### src/include/touch_key_pkg.sv
// Package with register map, field positions and constants of the touch key sense counter.
// Overview of operation
// - The block holds one 24-bit gate timer and one 24-bit event counter whose clocks follow the mode bit.
// - With mode zero the counter counts internal clock cycles and the gate timer counts sensing clock cycles.
// - With mode one the roles swap, so the counter counts sensing cycles and the timer runs on the internal clock.
// - A start command clears the counter, loads the timer with its period and then runs both.
// - When the timer expires the counter value is latched as the captured count and an interrupt is raised.
// - A fast and a slow moving average of the captured count are both updated on every capture.
// - Software can read the captured count and both averages after a capture.
// - Auto mode repeats gate and capture cycles continuously without a per-capture interrupt.
// - Auto mode limits the timer, the captured count and both averages to 16 bits.
// - Auto mode compares the averages and raises a wake-up interrupt when fast exceeds slow by more than a threshold.
// - The logic keeps working when clocked from the slow internal oscillator during sleep.
package touch_key_pkg;
    localparam int unsigned DATA_W = 24;
    localparam int unsigned AUTO_W = 16;
    localparam int unsigned ADDR_W = 16;
    localparam logic [ADDR_W-1:0] ADDR_CONFIG = 16'hA130;
    localparam logic [ADDR_W-1:0] ADDR_CONTROL = 16'hA134;
    localparam logic [ADDR_W-1:0] ADDR_PERIOD = 16'hA138;
    localparam logic [ADDR_W-1:0] ADDR_CAPTURE = 16'hA13C;
    localparam logic [ADDR_W-1:0] ADDR_FAST = 16'hA140;
    localparam logic [ADDR_W-1:0] ADDR_SLOW = 16'hA144;
    localparam logic [ADDR_W-1:0] ADDR_THRESHOLD = 16'hA148;
    localparam logic [ADDR_W-1:0] ADDR_STATUS = 16'hA14C;
    localparam logic [7:0] CONFIG_RESET = 8'h00;
    localparam int unsigned CFG_MODE_BIT = 0;
    localparam int unsigned CFG_AUTO_BIT = 1;
    localparam int unsigned CTL_START_BIT = 0;
    localparam int unsigned CTL_STOP_BIT = 1;
    localparam int unsigned ST_DONE_BIT = 0;
    localparam int unsigned ST_WAKE_BIT = 1;
    localparam int unsigned ST_BUSY_BIT = 2;
    localparam int unsigned FAST_SHIFT = 2;
    localparam int unsigned SLOW_SHIFT = 5;
    localparam logic [DATA_W-1:0] AUTO_MASK = 24'h00FFFF;
    localparam logic [DATA_W-1:0] ZERO_WORD = 24'h000000;
    localparam logic [DATA_W-1:0] ONE_WORD = 24'h000001;
    typedef enum logic [1:0] {
        ST_IDLE,
        ST_LOAD,
        ST_RUN
    } meas_state_e;
endpackage

### src/hw/moving_average.sv
// Exponential moving-average filter with a fixed shift.
`timescale 1ns/1ps
module moving_average #(
    parameter int unsigned SHIFT = 1
) (
    // Clock and reset.
    input wire logic i_clock,
    input wire logic i_srst,
    // Seed from software.
    input wire logic i_seed_valid,
    input wire logic [touch_key_pkg::DATA_W-1:0] i_seed,
    // Capture sample.
    input wire logic i_sample_valid,
    input wire logic [touch_key_pkg::DATA_W-1:0] i_sample,
    input wire logic [touch_key_pkg::DATA_W-1:0] i_mask,
    // Result.
    output logic [touch_key_pkg::DATA_W-1:0] o_average
);
    import touch_key_pkg::*;
    logic [DATA_W-1:0] avg_q;
    logic [DATA_W-1:0] avg_d;
    logic signed [DATA_W:0] diff;
    logic signed [DATA_W:0] step;
    logic [DATA_W:0] sum;
    assign diff = $signed({1'b0, i_sample}) - $signed({1'b0, avg_q});
    assign step = diff >>> SHIFT;
    assign sum = {1'b0, avg_q} + $unsigned(step);
    assign avg_d = i_seed_valid ? (i_seed & i_mask) :
                   i_sample_valid ? (sum[DATA_W-1:0] & i_mask) : avg_q;
    always_ff @(posedge i_clock) begin
        if (i_srst) begin
            avg_q <= ZERO_WORD;
        end else begin
            avg_q <= avg_d;
        end
    end
    assign o_average = avg_q;
endmodule

### src/hw/touch_key_sense_counter.sv
// Touch key sense counter with gate timer, capture, averaging and auto wake detection.
`timescale 1ns/1ps
module touch_key_sense_counter (
    // Clock and reset.
    input wire logic i_clock,
    input wire logic i_srst,
    // Sensing oscillator pin.
    input wire logic i_sense_clock,
    // Avalon-MM slave.
    input wire logic [touch_key_pkg::ADDR_W-1:0] i_address,
    input wire logic i_read,
    input wire logic i_write,
    input wire logic [31:0] i_writedata,
    input wire logic [3:0] i_byteenable,
    output logic [31:0] o_readdata,
    output logic o_waitrequest,
    // Events.
    output logic o_capture_irq,
    output logic o_wake_irq
);
    import touch_key_pkg::*;

    // Synchroniser and edge detection of the sensing clock.
    logic sense_meta_q;
    logic sense_sync_q;
    logic sense_prev_q;
    logic sense_edge;

    logic [7:0] config_q;
    logic [DATA_W-1:0] period_q;
    logic [DATA_W-1:0] threshold_q;
    logic [DATA_W-1:0] capture_q;
    logic [DATA_W-1:0] timer_q;
    logic [DATA_W-1:0] timer_d;
    logic [DATA_W-1:0] counter_q;
    logic [DATA_W-1:0] counter_d;
    logic done_q;
    logic wake_q;
    logic ack_q;
    logic [31:0] rdata_q;
    meas_state_e state_q;
    meas_state_e state_d;

    logic mode_sel;
    logic auto_sel;
    logic [DATA_W-1:0] width_mask;
    logic timer_tick;
    logic count_tick;
    logic expire;
    logic capture_now;
    logic access;
    logic wr_go;
    logic wr_config;
    logic wr_control;
    logic wr_period;
    logic wr_fast;
    logic wr_slow;
    logic wr_threshold;
    logic wr_status;
    logic start_cmd;
    logic stop_cmd;
    logic [DATA_W-1:0] fast_avg;
    logic [DATA_W-1:0] slow_avg;
    logic [DATA_W:0] wake_limit;
    logic wake_event;
    logic [DATA_W-1:0] wdata24;
    logic [31:0] rdata_d;

    function automatic logic hit(input logic [ADDR_W-1:0] a, input logic [ADDR_W-1:0] r);
        hit = (a == r);
    endfunction

    // Sensing clock sampled on the system clock.
    always_ff @(posedge i_clock) begin
        if (i_srst) begin
            sense_meta_q <= 1'b0;
            sense_sync_q <= 1'b0;
            sense_prev_q <= 1'b0;
        end else begin
            sense_meta_q <= i_sense_clock;
            sense_sync_q <= sense_meta_q;
            sense_prev_q <= sense_sync_q;
        end
    end
    assign sense_edge = sense_sync_q & ~sense_prev_q;

    // Bus decode.
    assign access = i_read | i_write;
    assign wr_go = i_write & ack_q;
    assign wr_config = wr_go & hit(i_address, ADDR_CONFIG) & i_byteenable[0];
    assign wr_control = wr_go & hit(i_address, ADDR_CONTROL) & i_byteenable[0];
    assign wr_period = wr_go & hit(i_address, ADDR_PERIOD);
    assign wr_fast = wr_go & hit(i_address, ADDR_FAST);
    assign wr_slow = wr_go & hit(i_address, ADDR_SLOW);
    assign wr_threshold = wr_go & hit(i_address, ADDR_THRESHOLD);
    assign wr_status = wr_go & hit(i_address, ADDR_STATUS) & i_byteenable[0];
    assign wdata24 = i_writedata[DATA_W-1:0];
    assign start_cmd = wr_control & i_writedata[CTL_START_BIT];
    assign stop_cmd = wr_control & i_writedata[CTL_STOP_BIT];
    assign o_waitrequest = access & ~ack_q;

    assign mode_sel = config_q[CFG_MODE_BIT];
    assign auto_sel = config_q[CFG_AUTO_BIT];
    assign width_mask = auto_sel ? AUTO_MASK : {DATA_W{1'b1}};

    assign timer_tick = mode_sel ? 1'b1 : sense_edge;
    assign count_tick = mode_sel ? sense_edge : 1'b1;

    assign expire = (state_q == ST_RUN) && timer_tick && (timer_q <= ONE_WORD);
    assign capture_now = expire;

    always_comb begin
        state_d = state_q;
        timer_d = timer_q;
        counter_d = counter_q;
        unique case (state_q)
            ST_IDLE: begin
                if (start_cmd) begin
                    state_d = ST_LOAD;
                end
            end
            ST_LOAD: begin
                counter_d = ZERO_WORD;
                timer_d = period_q & width_mask;
                state_d = ST_RUN;
            end
            ST_RUN: begin
                if (timer_tick) begin
                    timer_d = timer_q - ONE_WORD;
                end
                if (count_tick) begin
                    counter_d = (counter_q + ONE_WORD) & width_mask;
                end
                if (expire) begin
                    state_d = auto_sel ? ST_LOAD : ST_IDLE;
                end
            end
        endcase
        if (stop_cmd) begin
            state_d = ST_IDLE;
        end
    end

    always_ff @(posedge i_clock) begin
        if (i_srst) begin
            state_q <= ST_IDLE;
            timer_q <= ZERO_WORD;
            counter_q <= ZERO_WORD;
        end else begin
            state_q <= state_d;
            timer_q <= timer_d;
            counter_q <= counter_d;
        end
    end

    always_ff @(posedge i_clock) begin
        if (i_srst) begin
            capture_q <= ZERO_WORD;
        end else if (capture_now) begin
            capture_q <= counter_q & width_mask;
        end
    end

    // Fast and slow filters updated on capture.
    // Software seeds the averages by writing them.
    moving_average #(
        .SHIFT(FAST_SHIFT)
    ) u_fast (
        .i_clock(i_clock),
        .i_srst(i_srst),
        .i_seed_valid(wr_fast),
        .i_seed(wdata24),
        .i_sample_valid(capture_now),
        .i_sample(counter_q & width_mask),
        .i_mask(width_mask),
        .o_average(fast_avg)
    );
    moving_average #(
        .SHIFT(SLOW_SHIFT)
    ) u_slow (
        .i_clock(i_clock),
        .i_srst(i_srst),
        .i_seed_valid(wr_slow),
        .i_seed(wdata24),
        .i_sample_valid(capture_now),
        .i_sample(counter_q & width_mask),
        .i_mask(width_mask),
        .o_average(slow_avg)
    );

    assign wake_limit = {1'b0, slow_avg} + {1'b0, threshold_q & width_mask};
    assign wake_event = auto_sel && ({1'b0, fast_avg} > wake_limit);

    // Configuration and sticky status; a set wins over a clear.
    always_ff @(posedge i_clock) begin
        if (i_srst) begin
            config_q <= CONFIG_RESET;
            period_q <= ZERO_WORD;
            threshold_q <= ZERO_WORD;
            done_q <= 1'b0;
            wake_q <= 1'b0;
        end else begin
            if (wr_config) begin
                config_q <= i_writedata[7:0];
            end
            if (wr_period) begin
                period_q <= wdata24;
            end
            if (wr_threshold) begin
                threshold_q <= wdata24;
            end
            // No capture interrupt in auto mode.
            if (capture_now && !auto_sel) begin
                done_q <= 1'b1;
            end else if (wr_status && i_writedata[ST_DONE_BIT]) begin
                done_q <= 1'b0;
            end
            if (wake_event) begin
                wake_q <= 1'b1;
            end else if (wr_status && i_writedata[ST_WAKE_BIT]) begin
                wake_q <= 1'b0;
            end
        end
    end
    assign o_capture_irq = done_q;
    assign o_wake_irq = wake_q;

    assign rdata_d = hit(i_address, ADDR_CONFIG) ? {24'h000000, config_q} :
                     hit(i_address, ADDR_PERIOD) ? {8'h00, period_q} :
                     hit(i_address, ADDR_CAPTURE) ? {8'h00, capture_q} :
                     hit(i_address, ADDR_FAST) ? {8'h00, fast_avg} :
                     hit(i_address, ADDR_SLOW) ? {8'h00, slow_avg} :
                     hit(i_address, ADDR_THRESHOLD) ? {8'h00, threshold_q} :
                     hit(i_address, ADDR_STATUS) ?
                         {29'h00000000, state_q != ST_IDLE, wake_q, done_q} :
                     32'h00000000;

    always_ff @(posedge i_clock) begin
        if (i_srst) begin
            ack_q <= 1'b0;
            rdata_q <= 32'h00000000;
        end else begin
            ack_q <= access & ~ack_q;
            if (i_read && !ack_q) begin
                rdata_q <= rdata_d;
            end
        end
    end
    assign o_readdata = rdata_q;
endmodule

### config.mk
export PLATFORM = sky130hd
export DESIGN_NAME = touch_key_sense_counter
export DESIGN_NICKNAME = d
export VERILOG_FILES = /design/src/include/touch_key_pkg.sv /design/src/hw/moving_average.sv /design/src/hw/touch_key_sense_counter.sv
export SDC_FILE = /design/constraint.sdc
export NUM_CORES = 1
export LEC_CHECK = 0
export BUFFER_PORTS_ARGS = -buffer_cell sky130_fd_sc_hd__buf_4
export CAP_MARGIN = 20
export CELL_PAD_IN_SITES_DETAIL_PLACEMENT = 0
export CELL_PAD_IN_SITES_GLOBAL_PLACEMENT = 1
export CORE_MARGIN = 5
export CORE_UTILIZATION = 46
export CTS_CLUSTER_SIZE = 30
export DETAILED_ROUTE_END_ITERATION = 6
export PLACE_DENSITY_LB_ADDON = 0.1
export SLEW_MARGIN = 20
export SYNTH_ARGS = -nofsm -noshare
export SYNTH_HDL_FRONTEND = slang
export SYNTH_SLANG_ARGS = --single-unit
### constraint.sdc
create_clock -name i_clock -period 6 [get_ports i_clock]
set_input_delay 0.3 -clock i_clock [delete_from_list [all_inputs] [get_ports i_clock]]
set_output_delay 0.3 -clock i_clock [all_outputs]
set_load 0.03 [all_outputs]
==> results of run 1 <==
metrics by stage:
stage	cell area [sq um]	hold slack (ps)	util (%)	cells	setup slack (ps)
6_report	17100	68.0	52.4	2503	642
4_1_cts	17100	49.0	52.4	2503	662
3_3_place_gp	16200	441	49.7	2456	822
3_5_place_dp	16200	442	49.7	2456	694
2_1_floorplan	15300	414	-	2015	1680
5_1_grt	17100	73.0	52.4	2503	115
state kept, by name, summed over array words and instances, names as in the netlist, 2 cells and up:
register	cells
period_q	24
threshold_q	24
capture_q	24
u_fast.o_average	24
config_q	8
timer_q	24
counter_q	24
state_q	2
o_readdata	24
u_slow.o_average	24
layer usage:
metal,GRT usage [%],up-vias
li1,-,7319
met1,40.3,7112
met2,44.8,524
met3,5.49,71
met4,6.01,0
met5,0,-
cell families after synthesis:
family          after synthesis
simple gates                718
compound gates              634
flops                       208
buf+inv                     177
fa+ha+maj                   147
xor+xnor                    109
mux                          14
other cells                   1
area by class of cell:
cell class / instances / area [sq um]
clock buffers: 39 / 801
clock inverters: 7 / 62.6
fillers: 3220 / 15500
inverters: 73 / 274
multi-input cells: 1630 / 10400
flip-flops and latches: 208 / 4160
well taps: 442 / 553
repair buffers: 104 / 787
where the power goes:
group          switching, mW  internal (mW)
Sequential           0.00574           1.39
Combinational          0.105         0.0459
Clock                  0.629          0.957
tightest hold or removal path: cells and delay by family:
kind	cells	cell delay (ps)
buffers and inverters	1	140
and+or+nand+nor	1	60
AOI/OAI and AO/OA	1	50
cells in the mapped netlist, types with 42 or more instances:
| cell type | count | area, sq um |
|---|---|---|
| ha_1 | 141 | 1760 |
| o21ai_0 | 104 | 521 |
| nor2_1 | 189 | 709 |
| nand3_1 | 42 | 210 |
| nand2_1 | 255 | 957 |
| a21o_1 | 48 | 360 |
| clkbuf_1 | 87 | 327 |
| nor3_1 | 57 | 285 |
| xnor2_1 | 62 | 543 |
| inv_1 | 72 | 270 |
| xor2_1 | 47 | 412 |
| dfxtp_1 | 208 | 4160 |
| a21oi_1 | 213 | 1070 |
how the worst min path moves through the flow:
stage / from / to
after detailed placement: sense_meta_q / sense_sync_q
after global routing: i_writedata[14] / threshold_q[14]
after global placement: capture_q[21] / capture_q[21]
final: i_writedata[16] / threshold_q[16]
after CTS: i_writedata[16] / threshold_q[16]
after floorplan: sense_meta_q / sense_sync_q
==> qor.yml, run 1 <==
startpoint_type: "flop"
wl_met2_um: 23400
routedWlPerCell_um: 21.3
io_pins: 92
ys_warn_count: 0
synth_ff_type: "dfxtp_1"
final_common_cell: "nand2_1"
synth_compound_area_share_pct: 26.8
syn_to_final_growth_pct: 12.0
fin_nets: 2245
hold_viol: 0
netlist_instances: 2008
critPathRequiredTime_ps: 6380
grt_overflow_total: 0
n_antenna_cell: 0
highest_layer: "met4"
clock_skew_ps: 10.8
port_buffers: 72
cts_tree: "done"
status: "finished clean"
synth_area_sq_mm: 0.0153
min_period_ps: 5360
synth_simple_gate_area_share_pct: 21.9
crit_path_end_kind: "flop"
cpPeakStageDelay_ps: 660
layout-drive-gt1-share_pct: 8.39
fin_crit_sh_pct: 89.3
vias: 15026
crit_buf_inv: 1
slew_headroom_pct: 23.3
ff2ff_path_depth: 21
cp_cell_sequence: "inv_1 -> ha_1 -> nand3_1 -> nor2_1 -> a221oi_1 -> nand2_1 -> and2_1 -> o21a_1 -> nor2_1 -> nor2b_1 -> o21ai_0 -> a21oi_1 -> ha_1 -> nand3_1 -> a2111oi_0 -> nor4bb_1 -> o31ai_1 -> a41oi_1 -> xnor2_1 -> a222oi_1 -> nor3_1"
rows: 66
hold_path_depth: 3
cts_max_path_buffers: 3
r2r_start: "u_slow.o_average[5]"
first_pass_iters: 5
worstMarginPinSlew_ps: 1150
clk_pin_slew_ps: 60
grt_pass1_vias: 14511
numCtsBuffers: 27
wl_met3_um: 4600
synth_top_family_by_area: "compound AO/OA/AOI/OAI gates"
crit_path_end: "u_slow.o_average[18]"
crit_type: "reg2reg"
synth_edf_count: 0
startpoint: "u_slow.o_average[5]"
cp.depth: 21
coreArea_sq_mm: 0.0326
finalSetupViolCount: 0
path_max_fanout: 5
dp_hpwl_um: 39300
regToRegEndpoint: "u_slow.o_average[18]"
first_iter_violations: 1168
postCtsHoldBufs: 1
dieHeight_um: 192
p_leak_nw: 7.05
ys_types: 79
grt_max_degree: 103
final_cell_mix: "255 x nand2_1, 212 x a21oi_1, 208 x dfxtp_1"
cts_setup_buffers: 0
peakVddDrop_uv: 195
start_util_pct: 46.8
drv_cap: 0
ys_async_sr_fraction_pct: 0
crit_family: "compound AO/OA/AOI/OAI gates"
met1Wirelength_um: 24400
grt_use_total_pct: 28.3
clock-sinks: 208
yosys.area_share.xor_xnor_pct: 6.26
viasPerCell: 6.00
grt_pass1_wl_um: 82600
cts.repair.resized: 0
antenna_found_initial: 0
ys_ff_latch: 208
synth_area_per_cell_sq_um: 7.60
grt_setup_unrepaired: "no"
report.final.slew_viol_count: 0
cts-root-buf: "clkbuf_16"
die-area_sq_mm: 0.0369
timing.fmax_ghz: 0.187
htreeDepth: 1
crit_slowest_cell: "a2111oi_0"
min_path_type: "in2reg"
drc: 0
insertion_delay_ps: 530
seq_area_frac_synth_pct: 27.3
setup_tns_ps: 0
worstPathArrival_ps: 5740
drt-total-wl_um: 53400
ant_nets: 0
gp_congestion: 0.993
p_total_mw: 3.13
muxShareOfSynthArea_pct: 0.926
power.density_mw_per_mm2: 183
r2r_setup_slack_ps: 640
synthAdderAreaFrac_pct: 12.1
dieWidth_um: 192
Power figures use the tool's default switching activity.
==> run 2, diff against run 1 <==
Settings changed: ABC_AREA set to 1, CORE_UTILIZATION 46 to 45, PLACE_DENSITY set to 0.79, PLACE_DENSITY_LB_ADDON 0.1 to not set.
==> run 2 against run 1 <==
Worst hold slack got worse by 62 ps; non-clock buffer count is 20 lower; routed wire length increased by 21%; highest routed layer is now met5; critical path type unchanged; largest cell class unchanged; die area is 11% higher; first-iteration DRC count is 36% higher; largest power group unchanged; sequential share of layout area decreased by 1.9 points.
==> qor.yml, run 2 <==
ant_nets: 0  # unchanged
synthAdderAreaFrac_pct: 11.0  # -1.2 points
path_max_fanout: 9  # +4
synth_top_cell_area_share_pct: 25.1  # -2.2 points
critPathRequiredTime_ps: 6500  # +120 ps
grt_pass1_vias: 16471  # +14%
insertion_delay_ps: 590  # +60 ps
fillers: 3801  # +18%
dieHeight_um: 202  # +5.2%
coreArea_sq_mm: 0.0365  # +12%
hold_end: "ack_q"
clock_skew_ps: 14.9  # +4.12 ps
yosysMostFrequentCell: "nand2_1"
synth_area_per_cell_sq_um: 6.50  # -14%
fin_crit_sh_pct: 73.2  # -16 points
min_path_type: "in2reg"
setup_tns_ps: 0  # unchanged
ys_top_cells_by_area: "dfxtp_1 25%, nand2_1 12%, ha_1 11%, a21oi_1 9.8%, o21ai_0 6.8%"
report.final.slew_viol_count: 0  # unchanged
first_pass_iters: 5  # unchanged
io_pins: 92  # unchanged
cts-root-buf: "clkbuf_16"
synth_common_cells: "529 x nand2_1, 325 x a21oi_1, 279 x inv_1"
hold_path_depth: 3  # unchanged
netlist_instances: 2556  # +27%
multiInputGateArea_sq_mm: 0.0110  # +5.0%
first_iter_violations: 1594  # +36%
r2r_start: "config_q[1]"
drc: 0  # unchanged
crit_path_end_kind: "flop"
n_antenna_cell: 0  # unchanged
cts_setup_buffers: 0  # unchanged
synth_simple_gate_area_share_pct: 27.2  # +5.2 points
dp_hpwl_um: 51100  # +30%
synth_top_family_by_area: "simple AND/OR/NAND/NOR gates"
seq_area_frac_synth_pct: 25.1  # -2.2 points
drt-total-wl_um: 64700  # +21%
p_leak_nw: 8.57  # +22%
dieWidth_um: 202  # +5.2%
viasPerCell: 5.75  # -4.2%
numCtsBuffers: 27  # unchanged
clock-sinks: 208  # unchanged
start_util_pct: 45.5  # -1.3 points
synth_area_sq_mm: 0.0166  # +8.9%
peakVddDrop_uv: 230  # +18%
ys_types: 58  # -27%
syn_to_final_growth_pct: 11.4
drv_cap: 0  # unchanged
grt_pass1_wl_um: 97500  # +18%
vias: 17729  # +18%
power.density_mw_per_mm2: 207  # +13%
cts_tree: "done"
post-synth-top-area-cell: "dfxtp_1"
crit_type: "reg2reg"
cts_max_path_buffers: 3  # unchanged
final_cell_mix: "529 x nand2_1, 325 x a21oi_1, 279 x inv_1"
ys_ff_latch: 208  # unchanged
final_common_cell: "nand2_1"
ff2ff_path_depth: 15  # -29%
hold_viol: 0  # unchanged
routedWlPerCell_um: 21.0  # -1.5%
min_period_ps: 4390  # -964 ps
grt_max_degree: 87  # -16%
muxShareOfSynthArea_pct: 0  # -0.93 points
grt_use_total_pct: 30.4  # +2.1 points
timing.fmax_ghz: 0.228  # +22%
fin_hold_ws_ps: 6.09  # -61.9 ps
synth_ff_type: "dfxtp_1"
clk_pin_slew_ps: 60  # about the same
fin_nets: 2796  # +25%
finalSetupViolCount: 0  # unchanged
status: "finished clean"
synth_compound_area_share_pct: 23.7  # -3.1 points
slew_headroom_pct: 30.0  # +6.7 points
grt_setup_unrepaired: "no"
port_buffers: 72  # unchanged
r2r_setup_slack_ps: 1610  # +960 ps
worstPathArrival_ps: 4900  # -840 ps
startpoint_type: "flop"
fin_util_pct: 50.7  # -1.7 points
hold_start: "i_write"
rows: 70  # +6.1%
ys_async_sr_fraction_pct: 0  # unchanged
htreeDepth: 1  # unchanged
yosys.area_share.xor_xnor_pct: 4.00  # -2.3 points
synth_edf_count: 0  # unchanged
ys_warn_count: 0  # unchanged
seqCellArea_sq_mm: 0.00416  # unchanged
grt_overflow_total: 0  # unchanged
antenna_found_initial: 4  # +4
regToRegEndpoint: "u_slow.o_average[20]"
die-area_sq_mm: 0.0409  # +11%
gp_congestion: 0.947  # -4.7%
worstMarginPinSlew_ps: 1040  # -108 ps
layout-drive-gt1-share_pct: 7.15  # -1.2 points
## run 2: changes by cell type after synthesis, moves of 36 or more
cell,previous run,this run
a21oi_1,213,325
a22o_1,36,0
clkbuf_1,87,41
inv_1,72,279
nand2_1,255,529
nand3_1,42,118
nor2_1,189,239
nor2b_1,38,0
o21ai_0,104,226
## run 2: routing by layer
layer	GRT usage, %	vias to the layer above	part of all wire, %
met4	13.3	6	5.3
li1	-	8754	-
met2	47.4	655	43
met3	5.76	147	7.6
met1	41.1	8167	44
met5	0	-	0.063
## run 2: worst max-delay path, cell delays in order, from the launching register on
cell and delay [ps]:
dfxtp_1 460, nor2_1 790, ha_1 420, inv_1 110, nor3_1 60, a211oi_1 260, o2111ai_1 230, xor2_1 200
ha_1 390, nand2_1 120, nor4_1 540, nand3_1 240, nand4_1 180, or2_2 120, nand3_1 60, a21oi_1 130
## run 2: logic make-up after synthesis
group	after synthesis
other cells	1
xor+xnor	76
compound gates	709
flops	208
fa+ha+maj	144
buf+inv	375
simple gates	1043
## run 2: final cells by class
| class | instances | area share [%] |
|---|---|---|
| Clock inverter | 15 | 1.47 |
| Tap cell | 468 | 3.16 |
| Clock buffer | 35 | 4.19 |
| Sequential cell | 208 | 22.5 |
| Inverter | 294 | 5.99 |
| Timing Repair Buffer | 84 | 3.46 |
| Multi-Input combinational cell | 1980 | 59.2 |
## run 2: metrics by stage
stage	std cells	area, sq um	setup slack, ps	power (mW)
finish	3084	18500	1610	3.84
global route	3084	18500	1300	3.97
CTS	3084	18500	1790	3.85
detailed placement	3030	17400	1830	1.94
global placement	3030	17400	1860	1.93
floorplan	2563	16600	2710	1.78
## run 2: worst max path at each step
stage | endpoint | from | depth (start not counted)
2_1_floorplan | u_fast.o_average[23] | config_q[1] | 21
3_3_place_gp | u_slow.o_average[22] | u_slow.o_average[1] | 24
3_5_place_dp | u_slow.o_average[22] | u_slow.o_average[1] | 24
4_1_cts | u_slow.o_average[22] | u_slow.o_average[1] | 24
5_1_grt | u_fast.o_average[22] | u_fast.o_average[1] | 18
6_report | u_slow.o_average[20] | config_q[1] | 15
## run 2: timing repair
item / CTS / global route
endpoints found under the hold margin: 5 / 0
resized for setup: 0 / 0
endpoints found under the setup margin: 0 / 0
hold buffers: 4 / 0
## run 2: power breakdown
group	switching, mW	internal, mW	leakage, nW
registers	0.0172	1.40	1.68
clock network	0.711	1.21	0.509
logic	0.339	0.159	6.39
total	1.07	2.77	8.57
==> run 3, diff against run 2 <==
Clock period 6 ns to 4.45 ns, I/O delays scaled along.
==> run 3 against run 2 <==
Critical endpoint is now u_fast.o_average[13]; routed wire length increased by 0.92%; clock skew increased by 7.1 ps; clock power increased by 24%; sequential power increased by 35%; total power increased by 30%; sequential cell count unchanged; via count increased by 2.2%; final cell count increased by 1.2%; maximum frequency increased by 7.6%; setup slack got worse by 1200 ps; largest power group unchanged.
==> qor.yml, run 3 (synthesis gave the netlist of run 2 again) <==
status: "finished clean"
htreeDepth: 1  # unchanged
cts_setup_buffers: 0  # unchanged
grt_setup_unrepaired: "no"
first_iter_violations: 1657  # +4.0%
p_leak_nw: 8.74  # +1.9%
path_max_fanout: 6  # -3
min_period_ps: 4080  # -312 ps
coreArea_sq_mm: 0.0365  # unchanged
worstMarginPinSlew_ps: 1140  # +96.0 ps
viasPerCell: 5.80  # +0.94%
report.final.slew_viol_count: 0  # unchanged
hold_viol: 0  # unchanged
cts_tree: "done"
clock-sinks: 208  # unchanged
crit_buf_inv: 2  # +1
clk_pin_slew_ps: 60  # about the same
fin_crit_sh_pct: 91.7  # +18 points
fin_nets: 2836  # +1.4%
grt_use_total_pct: 30.5  # +0.065 points
ant_nets: 0  # unchanged
setup_slack_ps: 368  # -1240 ps
crit_slowest_cell: "dfxtp_1"
grt_overflow_total: 0  # unchanged
timing.fmax_ghz: 0.245  # +7.6%
routedWlPerCell_um: 20.9  # -0.31%
r2r_start: "u_fast.o_average[2]"
numCtsBuffers: 27  # unchanged
met1Wirelength_um: 28800  # +1.0%
port_buffers: 72  # unchanged
layout-drive-gt1-share_pct: 8.10  # +0.95 points
clock_skew_ps: 22.0  # +7.12 ps
r2r_setup_slack_ps: 370  # -1240 ps
setup_tns_ps: 0  # unchanged
slew_headroom_pct: 23.6  # -6.4 points
finalSetupViolCount: 0  # unchanged
grt_max_degree: 75  # -14%
die-area_sq_mm: 0.0409  # unchanged
highest_layer: "met4"
drv_cap: 0  # unchanged
syn_to_final_growth_pct: 12.9
crit_type: "reg2reg"
critPathRequiredTime_ps: 4830  # -1670 ps
io_pins: 92  # unchanged
first_pass_iters: 5  # unchanged
final_common_cell: "nand2_1"
crit_family: "compound AO/OA/AOI/OAI gates"
dp_hpwl_um: 52000  # +1.6%
ff2ff_path_depth: 18  # +3
wl_met2_um: 29400  # +5.7%
antenna_found_initial: 0  # -4
worstPathArrival_ps: 4460  # -440 ps
start_util_pct: 45.5  # unchanged
rows: 70  # unchanged
drt-total-wl_um: 65300  # +0.92%
cts-root-buf: "clkbuf_16"
wl_met3_um: 4470  # -9.7%
hold_path_depth: 3  # unchanged
hold_start: "i_writedata[13]"
power.density_mw_per_mm2: 266  # +28%
cp_cell_sequence: "inv_1 -> ha_1 -> a21oi_1 -> o21ai_1 -> a21oi_1 -> o21ai_2 -> a21boi_0 -> o21bai_1 -> xor2_1 -> ha_1 -> nand2_1 -> o21ai_0 -> inv_1 -> o21ai_0 -> a21o_1 -> or2_2 -> nand3_1 -> a31oi_1"
insertion_delay_ps: 550  # -40 ps
dieHeight_um: 202  # unchanged
min_path_type: "in2reg"
crit_path_end_kind: "flop"
regToRegEndpoint: "u_fast.o_average[13]"
peakVddDrop_uv: 217  # -6.0%
drc: 0  # unchanged
startpoint_type: "flop"
gp_congestion: 0.981  # +3.6%
cts_max_path_buffers: 3  # unchanged
hold_end: "threshold_q[13]"
vias: 18116  # +2.2%
n_antenna_cell: 0  # unchanged
grt_pass1_wl_um: 98100  # +0.62%
dieWidth_um: 202  # unchanged
cpPeakStageDelay_ps: 420  # -370 ps
grt_pass1_vias: 16358  # -0.69%
final_cell_mix: "529 x nand2_1, 325 x a21oi_1, 279 x inv_1"
dp_slack_ps: 332  # -1500 ps
## run 3: cell count changes in the layout (fill, tap and decap cells not counted), moves of 2 or more
cell	delta
buf_4	+30
dlygate4sd3_1	+10
clkbuf_1	+3
bufinv_16	-2
clkinvlp_4	-2
o21ai_2	+2
## run 3: timing repair
item                       4_1_cts  5_1_grt
hold endpoints to repair        14        0
hold buffers                    14        0
resized for setup                0        4
setup endpoints to repair        0        4
## run 3: where the power goes
part           switching (mW)  total [mW]  internal (mW)
clock                   0.899        2.39           1.49
combinational           0.467       0.691          0.224
sequential             0.0214        1.91           1.88
## run 3: routing by layer
metal | vias up | global-route usage, %
met5 | - | 0
met4 | 0 | 10.8
met3 | 127 | 3.85
met2 | 664 | 49.5
met1 | 8501 | 41.7
li1 | 8824 | -
## run 3: layout make-up
type                       instances  area [sq um]
inverter                         294          1110
multi-input combinational       1980         11000
fill                            3829         17800
sequential                       208          4160
clock inverter                    11           183
timing repair buffer             124           966
tap                              468           586
clock buffer                      37           773
## run 3: metrics by stage
step / std cells / power [mW] / area (sq um) / hold slack (ps) / utilization (%)
finish: 3122 / 4.99 / 18800 / 22.7 / 51.4
CTS: 3122 / 5.01 / 18700 / 3.25 / 51.3
floorplan: 2563 / 2.40 / 16600 / 329 / -
global route: 3122 / 5.17 / 18800 / 17.5 / 51.4
detailed placement: 3060 / 2.62 / 17700 / 396 / 48.3
global placement: 3060 / 2.61 / 17700 / 390 / 48.3
## run 3: worst max path at each step
stage                                      end           startpoint  cells after the start  slack [ps]
after floorplan           u_fast.o_average[23]          config_q[1]                     21        1160
after CTS                 u_fast.o_average[23]  u_fast.o_average[1]                     23         310
final                     u_fast.o_average[13]  u_fast.o_average[2]                     18         370
after detailed placement  u_fast.o_average[23]  u_fast.o_average[1]                     23         330
after global routing      u_fast.o_average[23]  u_fast.o_average[1]                     23          20
after global placement    u_fast.o_average[23]  u_fast.o_average[1]                     23         420
## run 3: worst register-to-register path, delay by kind of cell, from the launching register on
family          cells  cell delay, ps
buf+inv             2             200
simple gates        3             500
compound gates     10            1930
xor+xnor            1             190
fa+ha+maj           2             710
flops               1             420
